[config.mk]
export PLATFORM = sky130hd
export DESIGN_NAME = lsdc_top
export DESIGN_NICKNAME = d
export VERILOG_FILES = /design/src/lsdc_pkg.sv /design/src/lsdc_event_flag.sv /design/src/lsdc_top.sv
export SDC_FILE = /design/constraint.sdc
export NUM_CORES = 1
export LEC_CHECK = 0
export BUFFER_PORTS_ARGS = -buffer_cell sky130_fd_sc_hd__buf_2
export CAP_MARGIN = 20
export CORE_AREA = 3 3 50 85
export CTS_CLUSTER_DIAMETER = 60
export DETAILED_ROUTE_END_ITERATION = 16
export DIE_AREA = 0 0 53 88
export HOLD_SLACK_MARGIN = 0.08
export PLACE_DENSITY_LB_ADDON = 0.25
export SETUP_SLACK_MARGIN = 0.02
export SLEW_MARGIN = 0
export SYNTH_ARGS = -nofsm -noshare
export SYNTH_HDL_FRONTEND = slang
export SYNTH_SLANG_ARGS = --single-unit
export TNS_END_PERCENT = 20
[constraint.sdc]
create_clock -name clock_i -period 1.9 [get_ports clock_i]
set_input_delay 0.095 -clock clock_i [delete_from_list [all_inputs] [get_ports clock_i]]
set_output_delay 0.095 -clock clock_i [all_outputs]
set_load 0.01 [all_outputs]
[src/lsdc_pkg.sv]
// constants for the low-side driver control block
package lsdc_pkg;
  localparam int          ADDR_W          = 8;
  localparam int          DATA_W          = 8;
  localparam logic [7:0]  CTRL_OFFSET     = 8'h30;
  localparam logic [7:0]  STAT_OFFSET     = 8'h31;
  localparam logic [7:0]  KEY_OFFSET      = 8'h32;
  localparam logic [3:0]  UNLOCK_CODE     = 4'h5;
  localparam logic [3:0]  KEY_RESET       = 4'h0;
  localparam logic [7:0]  CTRL_RESET      = 8'h00;
  localparam logic [7:0]  CTRL_WMASK      = 8'hBF;
  localparam int          CTRL_EN1_BIT    = 0;
  localparam int          CTRL_EN2_BIT    = 1;
  localparam int          CTRL_MOD1_BIT   = 2;
  localparam int          CTRL_MOD2_BIT   = 3;
  localparam int          CTRL_SEL1_BIT   = 4;
  localparam int          CTRL_SEL2_BIT   = 5;
  localparam int          CTRL_OTIE_BIT   = 7;
  localparam int          STAT_OT_BIT     = 7;
  localparam int          STAT_OL1_BIT    = 0;
  localparam int          STAT_OL2_BIT    = 1;
  localparam int          STAT_CL1_BIT    = 2;
  localparam int          STAT_CL2_BIT    = 3;
  localparam int          KEY_MSB         = 3;
  typedef enum logic [1:0] {LSDC_MODE_NORMAL, LSDC_MODE_SLEEP, LSDC_MODE_STOP} lsdc_mode_t;
endpackage

[src/lsdc_event_flag.sv]
// sticky event flag with rising-edge capture and clear by read
`timescale 1ns/10ps
module lsdc_event_flag
(
  input  wire logic clock_i,
  input  wire logic rst_b_i,
  input  wire logic cond_i,
  input  wire logic clear_i,
  output logic      rise_o,
  output logic      flag_o
);
  logic cond_reg;

  always_ff @(posedge clock_i or negedge rst_b_i)
  begin
    if (!rst_b_i)
      cond_reg <= 1'b0;
    else
      cond_reg <= cond_i;
  end

  // one event per appearance of the condition
  assign rise_o = cond_i & ~cond_reg;

  // set wins over a clear in the same cycle
  always_ff @(posedge clock_i or negedge rst_b_i)
  begin
    if (!rst_b_i)
      flag_o <= 1'b0;
    else if (rise_o)
      flag_o <= 1'b1;
    else if (clear_i)
      flag_o <= 1'b0;
  end
endmodule

[src/lsdc_top.sv]
// low-side driver control: unlock key, enables, protection and status
// Function
// RQ1: key bits 3-0, only 0x5 unlocks control
// RQ2: each switch follows its own enable bit
// RQ3: unlock needed after reset and overvoltage
// RQ4: software trims threshold then enables drivers
// RQ5: regulator overvoltage switches both drivers off
// RQ6: overvoltage clears both enable bits
// RQ7: overvoltage condition bit follows condition
// RQ8: overvoltage interrupt enabled, cleared by read
// RQ9: new overvoltage interrupt needs new condition
// RQ10: software unlocks, waits condition clear, re-enables
// RQ11: open-load flag while current below threshold
// RQ12: no open-load indication while driver off
// RQ13: current-limit flag while limiting
// RQ14: overtemperature shuts down, latches source flag
// RQ15: overtemperature request only when mask set
// RQ16: control write re-enables after overtemperature
// RQ17: drivers active only in normal mode
// RQ18: modulation enable, channel select, otie bit
// RQ19: status overtemp bit, read clears flag
// RQ20: enable writes ignored while locked
`timescale 1ns/10ps
module lsdc_top
(
  input  wire logic                       clock_i,
  input  wire logic                       rst_b_i,
  // register port
  input  wire logic [lsdc_pkg::ADDR_W-1:0] reg_addr_i,
  input  wire logic [lsdc_pkg::DATA_W-1:0] reg_wdata_i,
  input  wire logic                       reg_wr_i,
  input  wire logic                       reg_rd_i,
  output logic      [lsdc_pkg::DATA_W-1:0] reg_rdata_o,
  // system
  input  wire lsdc_pkg::lsdc_mode_t        power_mode_i,
  input  wire logic                       pwm_channel0_i,
  input  wire logic                       pwm_channel1_i,
  // voltage regulator monitor
  input  wire logic                       regulator_ov_i,
  input  wire logic                       regulator_ov_irq_enable_i,
  input  wire logic                       regulator_ov_status_read_i,
  output logic                            regulator_ov_condition_o,
  output logic                            regulator_ov_irq_o,
  // interrupt control module
  input  wire logic                       driver_irq_mask_bit_i,
  output logic                            overtemp_source_o,
  output logic                            overtemp_irq_o,
  // analog switches
  input  wire logic                       overtemp_i,
  input  wire logic                       open_load_one_i,
  input  wire logic                       open_load_two_i,
  input  wire logic                       current_limit_one_i,
  input  wire logic                       current_limit_two_i,
  output logic                            switch_one_on_o,
  output logic                            switch_two_on_o
);
  // ----------------------------------------------------------------
  // registers
  // ----------------------------------------------------------------
  logic [7:0] driver_control_register;
  logic [3:0] unlock_key_register;
  logic       ot_shutdown_reg;
  logic       ov_rise;
  logic       ot_rise;
  logic       ot_flag;
  logic       ov_flag;
  logic       unlocked;
  logic       ctrl_wr;
  logic       key_wr;
  logic       stat_rd;
  logic [1:0] drive_req;
  logic [1:0] drive_gate;
  logic [7:0] status_value;

  localparam int CFG_MSB = lsdc_pkg::DATA_W - 1;
  localparam logic [CFG_MSB-lsdc_pkg::CTRL_MOD1_BIT:0] CFG_MASK =
    lsdc_pkg::CTRL_WMASK[CFG_MSB:lsdc_pkg::CTRL_MOD1_BIT];

  // ----------------------------------------------------------------
  // decode helpers
  // ----------------------------------------------------------------
  function automatic logic lsdc_hit
  (
    input logic                        strobe,
    input logic [lsdc_pkg::ADDR_W-1:0] addr,
    input logic [lsdc_pkg::ADDR_W-1:0] offset
  );
    return strobe && (addr == offset);
  endfunction

  // a modulated switch is on only while its enable and its channel are high
  function automatic logic lsdc_modulate
  (
    input logic enable,
    input logic mod_on,
    input logic sel_one,
    input logic channel0,
    input logic channel1
  );
    logic chosen;
    chosen = sel_one ? channel1 : channel0;
    return enable && (!mod_on || chosen);
  endfunction

  assign ctrl_wr  = lsdc_hit(reg_wr_i, reg_addr_i, lsdc_pkg::CTRL_OFFSET);
  assign key_wr   = lsdc_hit(reg_wr_i, reg_addr_i, lsdc_pkg::KEY_OFFSET);
  assign stat_rd  = lsdc_hit(reg_rd_i, reg_addr_i, lsdc_pkg::STAT_OFFSET);
  assign unlocked = (unlock_key_register == lsdc_pkg::UNLOCK_CODE); // RQ1

  // key is lost on overvoltage, so a fresh unlock is needed
  always_ff @(posedge clock_i or negedge rst_b_i)
  begin
    if (!rst_b_i)
      unlock_key_register <= lsdc_pkg::KEY_RESET; // RQ3
    else if (ov_rise)
      unlock_key_register <= lsdc_pkg::KEY_RESET; // RQ3
    else if (key_wr)
      unlock_key_register <= reg_wdata_i[lsdc_pkg::KEY_MSB:0]; // RQ1
  end

  always_ff @(posedge clock_i or negedge rst_b_i)
  begin
    if (!rst_b_i)
      driver_control_register <= lsdc_pkg::CTRL_RESET;
    else if (regulator_ov_i)
    begin
      // hold enables low for the whole condition
      driver_control_register[lsdc_pkg::CTRL_EN1_BIT] <= 1'b0; // RQ6
      driver_control_register[lsdc_pkg::CTRL_EN2_BIT] <= 1'b0; // RQ6
      if (ctrl_wr)
        driver_control_register[CFG_MSB:lsdc_pkg::CTRL_MOD1_BIT]
          <= reg_wdata_i[CFG_MSB:lsdc_pkg::CTRL_MOD1_BIT] & CFG_MASK; // RQ18
    end
    else if (ctrl_wr)
    begin
      driver_control_register[CFG_MSB:lsdc_pkg::CTRL_MOD1_BIT]
        <= reg_wdata_i[CFG_MSB:lsdc_pkg::CTRL_MOD1_BIT] & CFG_MASK; // RQ18
      if (unlocked)
        driver_control_register[lsdc_pkg::CTRL_EN2_BIT:lsdc_pkg::CTRL_EN1_BIT]
          <= reg_wdata_i[lsdc_pkg::CTRL_EN2_BIT:lsdc_pkg::CTRL_EN1_BIT]; // RQ20
    end
  end

  // ----------------------------------------------------------------
  // overtemperature shutdown
  // ----------------------------------------------------------------
  always_ff @(posedge clock_i or negedge rst_b_i)
  begin
    if (!rst_b_i)
      ot_shutdown_reg <= 1'b0;
    else if (overtemp_i)
      ot_shutdown_reg <= 1'b1; // RQ14
    else if (ctrl_wr)
      ot_shutdown_reg <= 1'b0; // RQ16
  end

  lsdc_event_flag u_ot_flag
  (
    .clock_i (clock_i),
    .rst_b_i (rst_b_i),
    .cond_i  (overtemp_i),
    .clear_i (stat_rd), // RQ19
    .rise_o  (ot_rise),
    .flag_o  (ot_flag)
  );

  assign overtemp_source_o = ot_flag; // RQ14
  // otie in control and the mask bit from the controller both gate the request here
  assign overtemp_irq_o    = ot_flag && driver_irq_mask_bit_i
                             && driver_control_register[lsdc_pkg::CTRL_OTIE_BIT]; // RQ15

  // ----------------------------------------------------------------
  // regulator overvoltage
  // ----------------------------------------------------------------
  lsdc_event_flag u_ov_flag
  (
    .clock_i (clock_i),
    .rst_b_i (rst_b_i),
    .cond_i  (regulator_ov_i),
    .clear_i (regulator_ov_status_read_i), // RQ8
    .rise_o  (ov_rise),
    .flag_o  (ov_flag)
  );

  assign regulator_ov_condition_o = regulator_ov_i; // RQ7
  assign regulator_ov_irq_o       = ov_flag && regulator_ov_irq_enable_i; // RQ8 RQ9

  // ----------------------------------------------------------------
  // switch drive
  // ----------------------------------------------------------------
  always_comb
  begin
    drive_req[0] = lsdc_modulate(driver_control_register[lsdc_pkg::CTRL_EN1_BIT],
                                 driver_control_register[lsdc_pkg::CTRL_MOD1_BIT],
                                 driver_control_register[lsdc_pkg::CTRL_SEL1_BIT],
                                 pwm_channel0_i, pwm_channel1_i); // RQ2 RQ18
    drive_req[1] = lsdc_modulate(driver_control_register[lsdc_pkg::CTRL_EN2_BIT],
                                 driver_control_register[lsdc_pkg::CTRL_MOD2_BIT],
                                 driver_control_register[lsdc_pkg::CTRL_SEL2_BIT],
                                 pwm_channel0_i, pwm_channel1_i); // RQ2 RQ18
    case (power_mode_i)
      lsdc_pkg::LSDC_MODE_NORMAL: drive_gate = drive_req; // RQ17
      default:                    drive_gate = 2'b00;     // RQ17
    endcase
    if (regulator_ov_i || ot_shutdown_reg || overtemp_i || !unlocked)
      drive_gate = 2'b00; // RQ5 RQ14 RQ3
  end

  // drive outputs registered to keep them glitch free
  always_ff @(posedge clock_i or negedge rst_b_i)
  begin
    if (!rst_b_i)
    begin
      switch_one_on_o <= 1'b0;
      switch_two_on_o <= 1'b0;
    end
    else
    begin
      switch_one_on_o <= drive_gate[0] && !regulator_ov_i; // RQ5
      switch_two_on_o <= drive_gate[1] && !regulator_ov_i; // RQ5
    end
  end

  // ----------------------------------------------------------------
  // status and read data
  // ----------------------------------------------------------------
  always_comb
  begin
    status_value = 8'h00;
    status_value[lsdc_pkg::STAT_OT_BIT] = overtemp_i || ot_shutdown_reg; // RQ19
    status_value[lsdc_pkg::STAT_CL2_BIT] = current_limit_two_i; // RQ13
    status_value[lsdc_pkg::STAT_CL1_BIT] = current_limit_one_i; // RQ13
    status_value[lsdc_pkg::STAT_OL2_BIT] = open_load_two_i && switch_two_on_o; // RQ11 RQ12
    status_value[lsdc_pkg::STAT_OL1_BIT] = open_load_one_i && switch_one_on_o; // RQ11 RQ12
  end

  always_ff @(posedge clock_i or negedge rst_b_i)
  begin
    if (!rst_b_i)
      reg_rdata_o <= 8'h00;
    else if (reg_rd_i)
    begin
      case (reg_addr_i)
        lsdc_pkg::CTRL_OFFSET: reg_rdata_o <= driver_control_register;
        lsdc_pkg::STAT_OFFSET: reg_rdata_o <= status_value;
        lsdc_pkg::KEY_OFFSET:  reg_rdata_o <= {4'h0, unlock_key_register};
        default:               reg_rdata_o <= 8'h00;
      endcase
    end
  end
endmodule

==> summary.md <==
| Metric | Value |
|---|---|
| # H-tree levels | 1 |
| Fillers | 364 |
| Hold_ws | 82.08 ps |
| Largest net degree at the start of global routing | 26 |
| Core Area | 0.003665 mm² |
| Max VDD drop | 0.0003504 V |
| Max FO, Critical Path | 5 |
| Hold Buf Count CTS | 8 |
| Fin Clk Skew | 6.408 ps |
| Worst skew pair latency | 260 ps |
| FMAX | 671.4 MHz |
| DRT iter0 DRCs | 9 |
| CTS buffer count | 3 |
| GRT Residual Overflow | 0 |
| Clk sinks | 25 |
| Row count | 29 |
| Slew Viols, Final | 0 |
| Share of cells above drive strength 1 | 0.3558 |
| RePlAce Congestion | 0.7201 |
| Initial Utilization | 0.3394 |
| CTS tree | built |
| WL met3 | 157 µm |
| RSZ-0062 raised after global routing | no |
| Die area | 0.004664 mm² |
| Crit path cell chain | dlygate4sd3_1 > buf_2 > or4_1 > nor3_1 > and3_1 |
| Lkg Pwr | 0.7973 nW |
| Synth warnings | 0 |
| Largest registers | driver_control_register: 7 flops, reg_rdata_o: 7 flops, unlock_key_register: 4 flops |
| DR vias/cell | 4.794 |
| Routed WL | 2795 µm |
| #FFs+latches synth | 25 |
| First-pass iteration count of the detailed router | 4 |
| DP Wirelength | 2286 µm |
| Post-route setup slack | 410.6 ps |
| CP Data Required Time | 2110 ps |
| # DRC | 0 |
| Max-Cap Viols | 0 |
| Clk slew on worst S/H paths | 90 ps |
| Wire per inst | 13.37 µm |
| Commonest non-fill, non-tap cell in the layout | buf_2 |
| Worst stage delay on the critical path | 550 ps |
| Area grow syn2layout | 30.99% |
| DIE WIDTH | 53 µm |
| Post-DP Area | 0.001503 mm² |
| Post-synthesis cell type count | 34 |
| Kind of critical path | primary input to flip-flop |
| Delay-heaviest family, CP | simple AND/OR/NAND/NOR gates |
| Worst-Margin Slew | 566.1 ps |
| CP arrival | 1700 ps |
| Met2 routed WL | 1492 µm |
| Post-CTS Setup Inserts | 0 |
| Final hold violation count | 0 |
| Post-Layout Cell Count | 209 |
| Post-route setup TNS | 0 ps |
| Final core occ | 0.4445 |
| Register area share after synthesis | 0.5030 |
| Clock Tree Buf Depth | 2 |
| Antenna cell count | 0 |
| Slowest stage cell, crit path | or4_1 |
| Fin nets | 197 |
| Worst hold path type | primary input to flip-flop |
| Normalized max-slew margin | 0.6226 |
| Vias in the first global route | 1028 |
| Tot GR Track Use | 0.1319 |
| DR top layer | met4 |
| IO Count | 47 |
| Status | complete, no violations |
| Net count after synthesis | 143 |
| Mean Syn Cell Area | 11.31 µm² |
| Post-Syn Area | 0.001244 mm² |
| Clock root cell | clkbuf_8 |
| Vias | 1002 |
| Commonest non-fill, non-tap cells in the layout | buf_2 (44), dfrtp_1 (25), nand2_1 (16), mux2i_1 (12), dlygate4sd3_1 (8) |
| Post-Syn Instances | 110 |
| Die Ht | 88 µm |
| Setup crit end kind | flip-flop |
| Total power | 977.7 µW |
| CP startpoint kind | primary input |
| M1 wire length | 1122 µm |
| Setup WS pre-CTS | 466.3 ps |
| ANT nets after route | 0 |
| Setup violators final | 0 |
| Fin crit share | 0.7839 |
| Worst Path Buf+Inv | 2 |
| Pwr Density | 600.2 mW/mm² |
| CTS resizes | 0 |
| Final Instance Area | 0.001629 mm² |
| Global-route wire length before repair | 4623 µm |
| Placed cell count | 197 |
| Antenna violations before repair | 0 |
| Final min period | 1489 ps |
| IO buf count | 44 |
-- worst reg2reg max path: stages, from the launching register on --
cell and delay, ps:
dfrtp_1 410, nand4bb_1 220, or4b_4 560, mux2i_1 140
-- final cells by class --
type	instances	area [µm²]	area share
Sequential cell	25	625.6	0.3840
Multi-Input combinational cell	76	569.3	0.3495
Timing Repair Buffer	54	315.3	0.1935
Tap cell	46	57.56	0.03533
Clock buffer	3	41.29	0.02535
Inverter	4	15.01	0.009217
Clock inverter	1	5.005	0.003072
-- path summary, 6_finish.rpt --
| check | from | end | slack (ps) | cells after the start |
|---|---|---|---|---|
| worst max-delay path | overtemp_i | switch_two_on_o | 410 | 5 |
| worst min-delay path | reg_wdata_i[2] | unlock_key_register[2] | 80 | 3 |
| worst max register to register | unlock_key_register[1] | driver_control_register[1] | 470 | 3 |
| worst min register to register | reg_rdata_o[2] | reg_rdata_o[2] | 490 | 1 |
| max in group asynchronous | rst_b_i | driver_control_register[3] | 1170 | 2 |
| min in group asynchronous | rst_b_i | ot_shutdown_reg | 350 | 2 |
-- synthesized netlist by cell type (all sizes together) --
master / n / share of area
a211oi: 1 / 0.0060
a21o: 1 / 0.0060
a21oi: 1 / 0.0040
a22o: 1 / 0.0070
a2bb2oi: 2 / 0.014
and2: 1 / 0.0050
and2b: 1 / 0.0060
and3: 3 / 0.015
buf: 3 / 0.021
clkbuf: 2 / 0.0060
clkinv: 1 / 0.0030
conb: 1 / 0.0030
dfrtp: 25 / 0.50
inv: 3 / 0.0091
mux2: 5 / 0.045
mux2i: 12 / 0.097
nand2: 16 / 0.048
nand2b: 6 / 0.030
nand3: 1 / 0.0040
nand3b: 1 / 0.0060
nand4bb: 2 / 0.018
nor2: 2 / 0.0060
nor2b: 1 / 0.0050
nor3: 1 / 0.0040
nor4: 3 / 0.032
nor4bb: 1 / 0.0080
o21ai: 2 / 0.0080
o22a: 2 / 0.014
o2bb2ai: 6 / 0.042
or4: 2 / 0.012
or4b: 1 / 0.011
-- where the power goes --
group          internal [mW]  switching, mW  total [mW]
Combinational         0.0597         0.0593       0.119
Clock                  0.146          0.165       0.312
Sequential             0.541        0.00605       0.547
Total                  0.747          0.230       0.978
-- per-layer routing --
layer,GRT usage,vias to the layer above
met4,0.04186,0
li1,-,503
met3,0.01874,2
met1,0.1574,469
met5,0,-
met2,0.2364,28
-- cells by family (layout without fill, tap and decap cells) --
logic type | after synthesis | count (layout) | share of synthesized area
compound gates | 16 | 16 | 0.1016
mux | 17 | 17 | 0.1419
other cells | 1 | 1 | 0.003015
flops | 25 | 25 | 0.5030
simple gates | 42 | 42 | 0.2113
buf+inv | 9 | 62 | 0.03923
No activity file was read; power rests on OpenSTA's default activity.
